--- src/verilog/sahi_pkg.sv ---
// =====================================================================
// shared constants of the serial converter host interface
// =====================================================================
package sahi_pkg;

    // widths of the serial words and of the edge counters
    localparam int ADDR_BITS = 4;
    localparam int RES_BITS = 10;
    localparam int EDGE_CNT_BITS = 4;

    // serial clock edge counts, counted from the start of a frame
    localparam logic [3:0] ADDR_CAPTURE_EDGES = 4'h4;
    localparam logic [3:0] SAMPLE_START_FALL = 4'h4;
    localparam logic [3:0] CONV_START_FALL = 4'hA;
    localparam logic [3:0] EDGE_CNT_MAX = 4'hF;

    // input selector: 11 external inputs, then three self-test voltages
    localparam logic [3:0] EXT_INPUTS = 4'hB;
    localparam logic [3:0] SOURCES = 4'hE;
    localparam logic [3:0] UNMAPPED_SRC = 4'hB;

    // values after reset, and the first trial word of a conversion
    localparam logic [9:0] RESULT_RESET = 10'h000;
    localparam logic [3:0] ADDR_RESET = 4'h0;
    localparam logic [3:0] SEL_RESET = 4'h0;
    localparam logic EOC_RESET = 1'b1;
    localparam logic [9:0] TRIAL_MSB = 10'h200;

    // timing of one approximation step
    localparam int CLK_PERIOD_NS = 10;
    localparam int SAR_STEP_NS = 100;
    localparam int SAR_STEP_CYCLES = (SAR_STEP_NS + CLK_PERIOD_NS - 1) / CLK_PERIOD_NS;

    // result buffer
    localparam int BUF_DEPTH = 2;

    typedef enum logic [1:0] {
        SAR_IDLE,
        SAR_CONV,
        SAR_STORE
    } sahi_sar_state_t;

endpackage

--- src/verilog/sahi_fifo.sv ---
`timescale 1ns/1ns
// =====================================================================
// small valid/ready buffer, flip-flop storage addressed by index
// =====================================================================
module sahi_fifo #(
    parameter int WIDTH = 10,
    parameter int DEPTH = 2
) (
    // clock, reset, enable
    input wire logic clk_in,
    input wire logic rst_n_in,
    input wire logic ce_in,
    // filling side
    input wire logic in_valid_in,
    output logic in_ready_out,
    input wire logic [WIDTH-1:0] in_data_in,
    // draining side
    output logic out_valid_out,
    input wire logic out_ready_in,
    output logic [WIDTH-1:0] out_data_out
);
    localparam int IW = (DEPTH > 1) ? $clog2(DEPTH) : 1;
    localparam int CW = $clog2(DEPTH + 1);

    typedef struct packed {
        logic [DEPTH-1:0][WIDTH-1:0] mem;
        logic [IW-1:0] wr_idx;
        logic [IW-1:0] rd_idx;
        logic [CW-1:0] count;
    } sahi_fifo_st_t;

    sahi_fifo_st_t r_reg;
    sahi_fifo_st_t r_next;
    logic push;
    logic pop;

    function automatic logic [IW-1:0] wrap_inc(input logic [IW-1:0] idx);
        wrap_inc = (idx == IW'(DEPTH - 1)) ? '0 : IW'(idx + 1'b1);
    endfunction

    assign in_ready_out = (r_reg.count != CW'(DEPTH));
    assign out_valid_out = (r_reg.count != '0);
    assign out_data_out = r_reg.mem[r_reg.rd_idx];
    assign push = in_valid_in && in_ready_out;
    assign pop = out_valid_out && out_ready_in;

    always_comb begin
        r_next = r_reg;
        if (push) begin
            r_next.mem[r_reg.wr_idx] = in_data_in;
            r_next.wr_idx = wrap_inc(r_reg.wr_idx);
        end
        if (pop) begin
            r_next.rd_idx = wrap_inc(r_reg.rd_idx);
        end
        if (push && !pop) begin
            r_next.count = CW'(r_reg.count + 1'b1);
        end else if (pop && !push) begin
            r_next.count = CW'(r_reg.count - 1'b1);
        end
    end

    always_ff @(posedge clk_in or negedge rst_n_in) begin
        if (!rst_n_in) begin
            r_reg <= '0;
        end else if (ce_in) begin
            r_reg <= r_next;
        end
    end

endmodule

--- src/verilog/sahi_top.sv ---
`timescale 1ns/1ns
// What this block does
// - host sends 4 address bits msb first, taken on first four clock rises
// - after four address bits the address pin is ignored until frame ends
// - captured address selects the next conversion, not the one being read
// - chip select falling clears counters and enables pins within three clocks
// - chip select rising stops address and serial clock within two clocks
// - serial data pin floats while chip select high, driven while low
// - frame start drives msb of previous result on the data pin
// - each serial clock fall shifts next bit; lsb on ninth fall
// - from tenth fall on, data pin held low
// - conversion done rises when a new result is available
// - selector offers 14 sources: 11 external, three self-test
// - ten-bit successive approximation, sampling started and ended by serial clock falls
// - conversion done falls on tenth fall, low until result is ready
// - sampling from fourth to tenth fall, then state machine converts
module sahi_top
    import sahi_pkg::*;
#(
    parameter int SAR_STEP_CYCLES = sahi_pkg::SAR_STEP_CYCLES
) (
    // clock, reset, enable
    input wire logic SYS_CLK_IN,
    input wire logic RST_B_IN,
    input wire logic CE_IN,
    // host serial port pins
    input wire logic CS_B_IN,
    input wire logic IO_CLK_IN,
    input wire logic ADDR_IN,
    output logic DATA_OUT,
    output logic DATA_OE_OUT,
    output logic EOC_OUT,
    // converter core
    input wire logic CMP_IN,
    output logic SAMPLE_OUT,
    output logic [sahi_pkg::ADDR_BITS-1:0] SRC_SEL_OUT,
    output logic [sahi_pkg::RES_BITS-1:0] TRIAL_OUT
);
    import sahi_pkg::*;

    // =================================================================
    // state
    // =================================================================
    typedef struct packed {
        logic cs_s1;
        logic cs_s2;
        logic cs_d;
        logic clk_s1;
        logic clk_s2;
        logic clk_d;
        logic adr_s1;
        logic adr_s2;
        logic [EDGE_CNT_BITS-1:0] rise_cnt;
        logic [EDGE_CNT_BITS-1:0] fall_cnt;
        logic [ADDR_BITS-1:0] addr_sh;
        logic [RES_BITS-1:0] tx_sh;
        logic [RES_BITS-1:0] prev_res;
        logic dout;
        logic doe;
        logic eoc;
        logic sample;
        logic [ADDR_BITS-1:0] sel;
        sahi_sar_state_t sar_state;
        logic [RES_BITS-1:0] trial;
        logic [3:0] sar_bit;
        logic [7:0] step_cnt;
    } sahi_state_t;

    localparam sahi_state_t STATE_RESET = '{
        cs_s1: 1'b1, cs_s2: 1'b1, cs_d: 1'b1,
        clk_s1: 1'b0, clk_s2: 1'b0, clk_d: 1'b0,
        adr_s1: 1'b0, adr_s2: 1'b0,
        rise_cnt: '0, fall_cnt: '0,
        addr_sh: ADDR_RESET,
        tx_sh: RESULT_RESET, prev_res: RESULT_RESET,
        dout: 1'b0, doe: 1'b0, eoc: EOC_RESET, sample: 1'b0,
        sel: SEL_RESET, sar_state: SAR_IDLE,
        trial: RESULT_RESET, sar_bit: '0, step_cnt: '0
    };

    sahi_state_t r_reg;
    sahi_state_t r_next;
    logic rst_s1_reg;
    logic rst_n;
    logic cs_act;
    logic cs_start;
    logic cs_end;
    logic rise_ev;
    logic fall_ev;
    logic start_conv;
    logic buf_in_ready;
    logic buf_out_valid;
    logic [RES_BITS-1:0] buf_out_data;
    logic buf_push;

    // unmapped codes fall back to one self-test source
    function automatic logic [ADDR_BITS-1:0] map_src(input logic [ADDR_BITS-1:0] code);
        map_src = (code < SOURCES) ? code : UNMAPPED_SRC;
    endfunction

    // =================================================================
    // reset release
    // =================================================================
    always_ff @(posedge SYS_CLK_IN or negedge RST_B_IN) begin
        if (!RST_B_IN) begin
            rst_s1_reg <= 1'b0;
            rst_n <= 1'b0;
        end else begin
            rst_s1_reg <= 1'b1;
            rst_n <= rst_s1_reg;
        end
    end

    // =================================================================
    // events seen through the synchronisers
    // =================================================================
    assign cs_act = !r_reg.cs_s2;
    assign cs_start = CE_IN && r_reg.cs_d && !r_reg.cs_s2;
    assign cs_end = CE_IN && !r_reg.cs_d && r_reg.cs_s2;
    // edges only count inside a frame; outside it the clock pin is disabled
    assign rise_ev = CE_IN && cs_act && !cs_start && r_reg.clk_s2 && !r_reg.clk_d;
    assign fall_ev = CE_IN && cs_act && !cs_start && !r_reg.clk_s2 && r_reg.clk_d;
    assign start_conv = fall_ev && (r_reg.fall_cnt == CONV_START_FALL - 4'h1)
        && (r_reg.sar_state == SAR_IDLE);
    assign buf_push = (r_reg.sar_state == SAR_STORE) && buf_in_ready;

    // =================================================================
    // result buffer between converter and shifter
    // =================================================================
    // a result waits here until the next frame starts; when both entries are
    // full the converter holds in its store state, so no result is dropped
    sahi_fifo #(
        .WIDTH(RES_BITS),
        .DEPTH(BUF_DEPTH)
    ) u_buf (
        .clk_in(SYS_CLK_IN),
        .rst_n_in(rst_n),
        .ce_in(CE_IN),
        .in_valid_in(r_reg.sar_state == SAR_STORE),
        .in_ready_out(buf_in_ready),
        .in_data_in(r_reg.trial),
        .out_valid_out(buf_out_valid),
        .out_ready_in(cs_start),
        .out_data_out(buf_out_data)
    );

    // =================================================================
    // next state
    // =================================================================
    always_comb begin
        logic [RES_BITS-1:0] t;
        logic [RES_BITS-1:0] load;
        t = r_reg.trial;
        load = buf_out_valid ? buf_out_data : r_reg.prev_res;
        r_next = r_reg;
        r_next.cs_s1 = CS_B_IN;
        r_next.cs_s2 = r_reg.cs_s1;
        r_next.cs_d = r_reg.cs_s2;
        r_next.clk_s1 = IO_CLK_IN;
        r_next.clk_s2 = r_reg.clk_s1;
        r_next.clk_d = r_reg.clk_s2;
        r_next.adr_s1 = ADDR_IN;
        r_next.adr_s2 = r_reg.adr_s1;

        // serial side
        if (cs_start) begin
            r_next.rise_cnt = '0;
            r_next.fall_cnt = '0;
            r_next.sample = 1'b0;
            r_next.prev_res = load;
            r_next.tx_sh = load;
            r_next.dout = load[RES_BITS-1];
            r_next.doe = 1'b1;
        end else if (!cs_act) begin
            r_next.doe = 1'b0;
            r_next.dout = 1'b0;
            r_next.sample = 1'b0;
        end else begin
            if (rise_ev && (r_reg.rise_cnt < ADDR_CAPTURE_EDGES)) begin
                r_next.addr_sh = {r_reg.addr_sh[ADDR_BITS-2:0], r_reg.adr_s2};
                r_next.rise_cnt = r_reg.rise_cnt + 4'h1;
            end
            if (fall_ev) begin
                if (r_reg.fall_cnt != EDGE_CNT_MAX) begin
                    r_next.fall_cnt = r_reg.fall_cnt + 4'h1;
                end
                if (r_reg.fall_cnt < CONV_START_FALL - 4'h1) begin
                    r_next.tx_sh = {r_reg.tx_sh[RES_BITS-2:0], 1'b0};
                    r_next.dout = r_reg.tx_sh[RES_BITS-2];
                end else begin
                    r_next.dout = 1'b0;
                end
                if (r_reg.fall_cnt == SAMPLE_START_FALL - 4'h1) begin
                    r_next.sample = 1'b1;
                    r_next.sel = map_src(r_reg.addr_sh);
                end
                if (r_reg.fall_cnt == CONV_START_FALL - 4'h1) begin
                    r_next.sample = 1'b0;
                    r_next.eoc = 1'b0;
                end
            end
        end

        // converter side, keeps running across chip select changes
        case (r_reg.sar_state)
            SAR_IDLE: begin
                if (start_conv) begin
                    r_next.sar_state = SAR_CONV;
                    r_next.trial = TRIAL_MSB;
                    r_next.sar_bit = 4'(RES_BITS - 1);
                    r_next.step_cnt = '0;
                end
            end
            SAR_CONV: begin
                if (r_reg.step_cnt == 8'(SAR_STEP_CYCLES - 1)) begin
                    r_next.step_cnt = '0;
                    if (!CMP_IN) begin
                        t[r_reg.sar_bit] = 1'b0;
                    end
                    if (r_reg.sar_bit == 4'h0) begin
                        r_next.sar_state = SAR_STORE;
                    end else begin
                        t[r_reg.sar_bit - 4'h1] = 1'b1;
                        r_next.sar_bit = r_reg.sar_bit - 4'h1;
                    end
                    r_next.trial = t;
                end else begin
                    r_next.step_cnt = r_reg.step_cnt + 8'h01;
                end
            end
            SAR_STORE: begin
                if (buf_in_ready) begin
                    r_next.sar_state = SAR_IDLE;
                    r_next.eoc = 1'b1;
                end
            end
            default: begin
                r_next.sar_state = SAR_IDLE;
            end
        endcase
    end

    always_ff @(posedge SYS_CLK_IN or negedge rst_n) begin
        if (!rst_n) begin
            r_reg <= STATE_RESET;
        end else if (CE_IN) begin
            r_reg <= r_next;
        end
    end

    // =================================================================
    // outputs
    // =================================================================
    assign DATA_OUT = r_reg.dout;
    assign DATA_OE_OUT = r_reg.doe;
    assign EOC_OUT = r_reg.eoc;
    assign SAMPLE_OUT = r_reg.sample;
    assign SRC_SEL_OUT = r_reg.sel;
    assign TRIAL_OUT = r_reg.trial;
endmodule

--- config.mk ---
export PLATFORM = sky130hd
export DESIGN_NAME = sahi_top
export DESIGN_NICKNAME = d
export VERILOG_FILES = /design/src/verilog/sahi_pkg.sv /design/src/verilog/sahi_fifo.sv /design/src/verilog/sahi_top.sv
export SDC_FILE = /design/constraint.sdc
export NUM_CORES = 1
export LEC_CHECK = 0
export ABC_CLOCK_PERIOD_IN_PS = 8880
export BUFFER_PORTS_ARGS = -buffer_cell sky130_fd_sc_hd__buf_2
export CAP_MARGIN = 20
export CELL_PAD_IN_SITES_DETAIL_PLACEMENT = 0
export CELL_PAD_IN_SITES_GLOBAL_PLACEMENT = 1
export CORE_MARGIN = 5
export CORE_UTILIZATION = 30
export CTS_BUF_LIST = sky130_fd_sc_hd__clkbuf_8
export CTS_CLUSTER_DIAMETER = 150
export DETAILED_ROUTE_END_ITERATION = 7
export PLACE_DENSITY = 0.54
export SLEW_MARGIN = 15
export SYNTH_ARGS = -nofsm -noshare
export SYNTH_HDL_FRONTEND = slang
export SYNTH_SLANG_ARGS = --single-unit
export TNS_END_PERCENT = 1
--- constraint.sdc ---
create_clock -name SYS_CLK_IN -period 8.88 [get_ports SYS_CLK_IN]
set_clock_uncertainty 0.1 [all_clocks]
set_input_delay 0 -clock SYS_CLK_IN [delete_from_list [all_inputs] [get_ports SYS_CLK_IN]]
set_output_delay 0 -clock SYS_CLK_IN [all_outputs]
set_load 0.03 [all_outputs]
==> Word level (Yosys, flattened, before mapping) <==
Index checks and enable logic that the tools add are counted.
{ "word_totals": {"reg_bits": 97, "latch_bits": 0, "ram_bits": 0, "romBits": 0, "input_bits": 7, "wordCells": 167, "n_memories": 0} }
{ "classes": {"addsub": 8, "n_mul": 0, "n_div": 0, "order_cmp": 10, "eq_ne": 13, "shift": 0, "mux": 50, "bitwise": 5, "n_reduce_logical": 52} }
{ "op_table": {"columns": ["cell", "count"], "rows": [
  ["$mux W10", 10],
  ["$pmux W22 S2", 1],
  ["$mux W24", 1],
  ["$mux W4", 6],
  ["$mux W22", 1],
  ["$bwmux W20", 1],
  ["$logic_and A1 B1 Y1", 18],
  ["$mux W16", 1],
  ["$mux W8", 2],
  ["$reduce_and A4 Y1", 4],
  ["$reduce_bool A2 Y1", 8],
  ["$reduce_and A5 Y1", 3],
  ["$mux W1", 14],
  ["$mux W2", 6],
  ["$ne A2 B2 Y1 const B", 6],
  ["$reduce_and A2 Y1", 6],
  ["$and A10 B10 Y10", 1],
  ["$demux W10 S1", 1],
  ["$lt A4 B5 Y1 const B", 2],
  ["$not A10 Y10", 1],
  ["$or A10 B10 Y10", 1],
  ["$mux W9", 1],
  ["$reduce_and A3 Y1", 3],
  ["$add A4 B1 Y4 const B", 2],
  ["27 further kinds", 38]
]} }

==> Longest topological paths before layout <==
{ "depth": {"depth_word": 13, "mapped_depth": 9} }

==> Hierarchy <==
A second synthesis with hierarchy kept.
{ "unflattened": {"cells_unflattened": 441, "hier_area_um2": 4847.1} }
{ "modules_own_cells": {"columns": ["module", "n_inst", "cells_per_inst", "area_per_inst_um2", "seq_area_each_um2"], "rows": [
  ["sahi_top", 1, 369, 3716.1, 1831.8],
  ["sahi_fifo", 1, 72, 1131.1, 600.6]
]} }

==> Worst setup path before layout <==
No wires, ideal clock.
{ "synth_timing": {"path_kind": "register -> register", "from": "register r_reg[69] (netlist name)", "to": "register u_buf.r_reg[1] (netlist name)", "setup_time_ns": 0.080, "t_arrival_ns": 1.885, "t_required_ns": 8.700, "path_slack_ns": 6.816, "stages_incl_launch_ff": 9, "n_path_buf": 1, "path_cell_list": "dfstp_2 -> clkbuf_1 -> inv_1 -> nor2_1 -> nand2_1 -> ha_1 -> nand2b_1 -> nor2_1 -> xor2_1"} }
{ "synth_via": {"elab_chain_len": 7, "elab_cells_between_ends": 9, "classes_between": "mux: 1; reduce/logical: 8"} }
{ "synth_rtl": {"columns": ["item", "line", "text"], "rows": [
  ["start, declared", "sahi_top.sv:81", "sahi_state_t r_reg;"],
  ["start signal, assigned", "sahi_top.sv:247", "r_reg <= r_next;"],
  ["$logic_and A1 B1 Y1 (*) (2 in a row)", "sahi_top.sv:118", "assign cs_start = CE_IN && r_reg.cs_d && !r_reg.cs_s2;"],
  ["$logic_and A1 B1 Y1 (*)", "sahi_fifo.sv:45", "assign pop = out_valid_out && out_ready_in;"],
  ["$logic_not A1 Y1", "sahi_fifo.sv:56", "if (push && !pop) begin"],
  ["$logic_and A1 B1 Y1", "sahi_fifo.sv:56", null],
  ["$reduce_bool A2 Y1 (no line)", null, null],
  ["$reduce_and A2 Y1 (no line)", null, null],
  ["end signal, assigned", "sahi_fifo.sv:67", "r_reg <= r_next;"],
  ["end, declared", "sahi_fifo.sv:32", "sahi_fifo_st_t r_reg;"]
]} }
Mark *: on every way between the ends. The rest lies on a longest branch, timed or not.
A chain may end at the register's enable or synchronous reset.

==> Worst setup path after layout <==
{ "layout_timing": {"from": "input port CE_IN", "to": "register r_reg (netlist bit DATA_OUT)"} }
{ "layout_via": {"elab_chain_len": 8, "elab_cells_between_ends": 10, "classes_between": "mux: 1; reduce/logical: 9"} }
{ "layout_rtl": {"columns": ["item", "line", "text"], "rows": [
  ["start, declared", "sahi_top.sv:25", "input wire logic CE_IN,"],
  ["$logic_and A1 B1 Y1 (2 in a row)", "sahi_top.sv:118", null],
  ["$logic_not A1 Y1", "sahi_top.sv:122", "assign fall_ev = CE_IN && cs_act && !cs_start && !r_reg.clk_s2 && r_reg.clk_d;"],
  ["$logic_and A1 B1 Y1 (3 in a row)", "sahi_top.sv:122", null],
  ["$reduce_bool A3 Y1 (no line)", null, null],
  ["$reduce_and A2 Y1 (no line)", null, null]
]} }
Several ways; a longest one is shown, not always the timed one.

==> reports/metrics.cfg <==
[synthesis]
ys.flop_type=dfrtp_1
synth_nets=467
synth_compound_area_share_pct=14.10
yosys_register_bits=97
synth_mux_area_share_pct=12.26
synth_xor_area_share_pct=1.088
synth.avg_cell_area_um2=10.78
yosysWarnings=0
synth_top_area_share_pct=48.20
yosysTopAreaCell=dfrtp_1
synth_top_family_by_area=compound AO/OA/AOI/OAI gates
netlist_instances=448
synth-simple-area-share_pct=12.88
synth_edf_count=0
synth_adder_area_share_pct=3.110
ys_seq_area_share_pct=50.38
synth.distinct_cells=58
syn-cell-area_um2=4828
netlist_top_cells_area=dfrtp_1 48%, mux2_2 7.7%, mux2i_1 4.6%
async_reset_ff_share_pct=100.0

[job]
cap_violations=0

[cts]
clk_pin_slew_ns=0.10
numCtsBuffers=9
cts_root_buffer=clkbuf_8
cts_max_path_buffers=2
post_cts_buffers=0
clock_latency_ns=0.37
clock-sinks=97
htreeDepth=3
postCtsResizedCells=0
cts_tree=built

[cells_and_area]
num-fill-cells=1616
multi_input_area_um2=2101
final_cells=673
final_util_pct=33.37
largest_reg_flops=48
final_cell_mix=92 x dfrtp_1, 33 x mux2_2, 26 x nand2_1, 24 x buf_2, 23 x inv_1
final_common_cell=dfrtp_1
layout.nets=471
diodes=0
drive_gt1_share_pct=18.82
syn_to_final_growth_pct=9.381
regArea_um2=2436

[detailed_routing]
dr_total_vias=3245
drtIter0Drc=129
route.detailed.drc=0
wl_met3_um=225
vias_per_cell=4.822
routed_wl_um=10240
final_antenna_net_count=0
post_drt_wl_per_cell_um=15.21
drt-met1-wl_um=5156
first_pass_iters=4
highest_layer=met4
wl_met2_um=4659

[grt]
grt_pass1_wl_um=17400
grt_remaining_overflow=0
antenna_found_initial=0
grt_usage_pct=11.88
first_global_vias=3306
grt_max_degree=52

[critical_path]
crit_chain=dlygate4sd3_1 > buf_2 > nand3b_1 > a211oi_1 > a31oi_1 > o21ai_0
worstReg2RegStart=r_reg[69]$_DFFE_PN1P_
arrival_ns=2.54
critPathMaxStageDelay_ns=0.72
path_class=in2reg
worstPathMaxFanout=27
cp-start-kind=input port
critPathCaptureType=register
cp_slowest_cell=nand3b_1
worst-r2r-cell-count=4
reg2reg_to=DATA_OUT$_DFFE_PN0P_
rrSetupSlack_ns=6.55
cp_data_required_time_ns=9.08

[pwr]
total_power_w=0.001006
ir_drop_v=0.00009590
p_per_area_nw_per_um2=190.6
power.leakage_nw=2.466

[timing]
max_freq_mhz=426.4
rsz0062_at_grt=no
drv_slew=0
fin_crit_sh_pct=26.41
setup_viol=0
setup_tns_ns=0
max-slew-margin-rel_pct=29.57
worstMarginPinSlew_ns=1.057
final-hold-violation-count=0
fin_crit_ns=2.345

[die]
die_h_um=136.9
die_w_um=136.9
initial_utilization_pct=30.51
fp.dieArea_um2=18730
pin_count=25
core-area_um2=15830
row_count=46

[hold_path]
hold_path.class=reg2async

[outcome]
status=finished, final reports clean

[placed_design]
gp_congestion=0.7652
dpl.cell_count=650
post-dp-hpwl_um=7193
port_buffers=24

[synth_stat cells, types with 2 or more instances]
cell / n
o2bb2ai_1: 2
o21ai_0: 18
buf_1: 3
and4b_1: 2
o22ai_1: 6
nand2_1: 26
mux2i_1: 22
nor3_1: 14
nand3_1: 8
a21oi_1: 22
buf_4: 14
xor2_1: 2
nor3b_1: 4
a211oi_1: 11
nand4_1: 2
nand2b_1: 9
a21o_1: 14
a22oi_1: 3
xnor2_1: 4
o21a_1: 4
ha_1: 12
nor2b_1: 4
dfrtp_1: 93
buf_2: 5
o31ai_1: 2
a41oi_1: 3
inv_1: 22
dfstp_2: 4
and2_1: 2
clkbuf_1: 16
o311ai_0: 2
and3_1: 9
nand3b_1: 2
nor2_1: 17
mux2_2: 33
a31oi_1: 10
[per-stage QoR]
step                area (um^2)  worst slack [ns]  hold WS [ns]
floorplan                  4828             5.885       -0.3956
global placement           5017             6.495       -0.3114
detailed placement         5017             6.527       -0.3116
CTS                        5281             6.500        0.2650
global route               5281             6.245        0.2743
finish                     5281             6.535        0.2475
[critical path: cells and delay by family]
family	cells	cell delay [ns]
simple gates	1	0.72
compound gates	3	0.85
buf+inv	2	0.97
[per-layer routing]
layer  up-vias  global-route usage [%]
li1       1599                       -
met1      1607                   16.82
met2        27                   18.13
met3        12                   1.838
met4         0                   4.989
met5         -                       0
[cell families (layout without fill, tap and decap cells)]
logic type / Yosys count / after routing
muxes: 55 / 55
other: 1 / 1
DFF: 97 / 97
and+or+nand+nor: 112 / 112
AOI/OAI and AO/OA: 104 / 104
adders and majority gates: 12 / 12
xor gates and xnor gates: 6 / 6
buffers and inverters: 61 / 70
[how the worst max path moves through the flow]
stage / start / to / slack [ns] / depth (start not counted)
final: CE_IN / DATA_OUT$_DFFE_PN0P_ / 6.53 / 6
after global routing: CE_IN / DATA_OUT$_DFFE_PN0P_ / 6.24 / 6
after CTS: u_buf.r_reg[0]$_DFFE_PN0P_ / u_buf.r_reg[13]$_DFFE_PN0P_ / 6.50 / 4
after detailed placement: r_reg[69]$_DFFE_PN1P_ / DATA_OUT$_DFFE_PN0P_ / 6.53 / 4
after global placement: r_reg[69]$_DFFE_PN1P_ / DATA_OUT$_DFFE_PN0P_ / 6.50 / 4
after floorplan: rst_n$_DFF_PN0_ / DATA_OE_OUT$_DFFE_PN0P_ / 5.88 / 0
[layout make-up]
cell class	instances	share of cell area, %
Multi-Input combinational cell	290	39.78
Tap cell	216	5.117
Clock inverter	7	1.327
Sequential cell	97	46.13
Clock buffer	9	2.345
Inverter	22	1.564
Timing Repair Buffer	32	3.743
[report_power, final]
part	internal (W)	switching, W
Sequential	0.000489	0.0000504
Combinational	0.0000732	0.000106
Clock	0.000130	0.000158
Total	0.000692	0.000314
[what timing repair did]
action | in CTS | in global routing
endpoints found under the setup margin | 0 | 0
hold buffers | 7 | 0
endpoints found under the hold margin | 10 | 0
No activity file was read; power rests on OpenSTA's default activity.
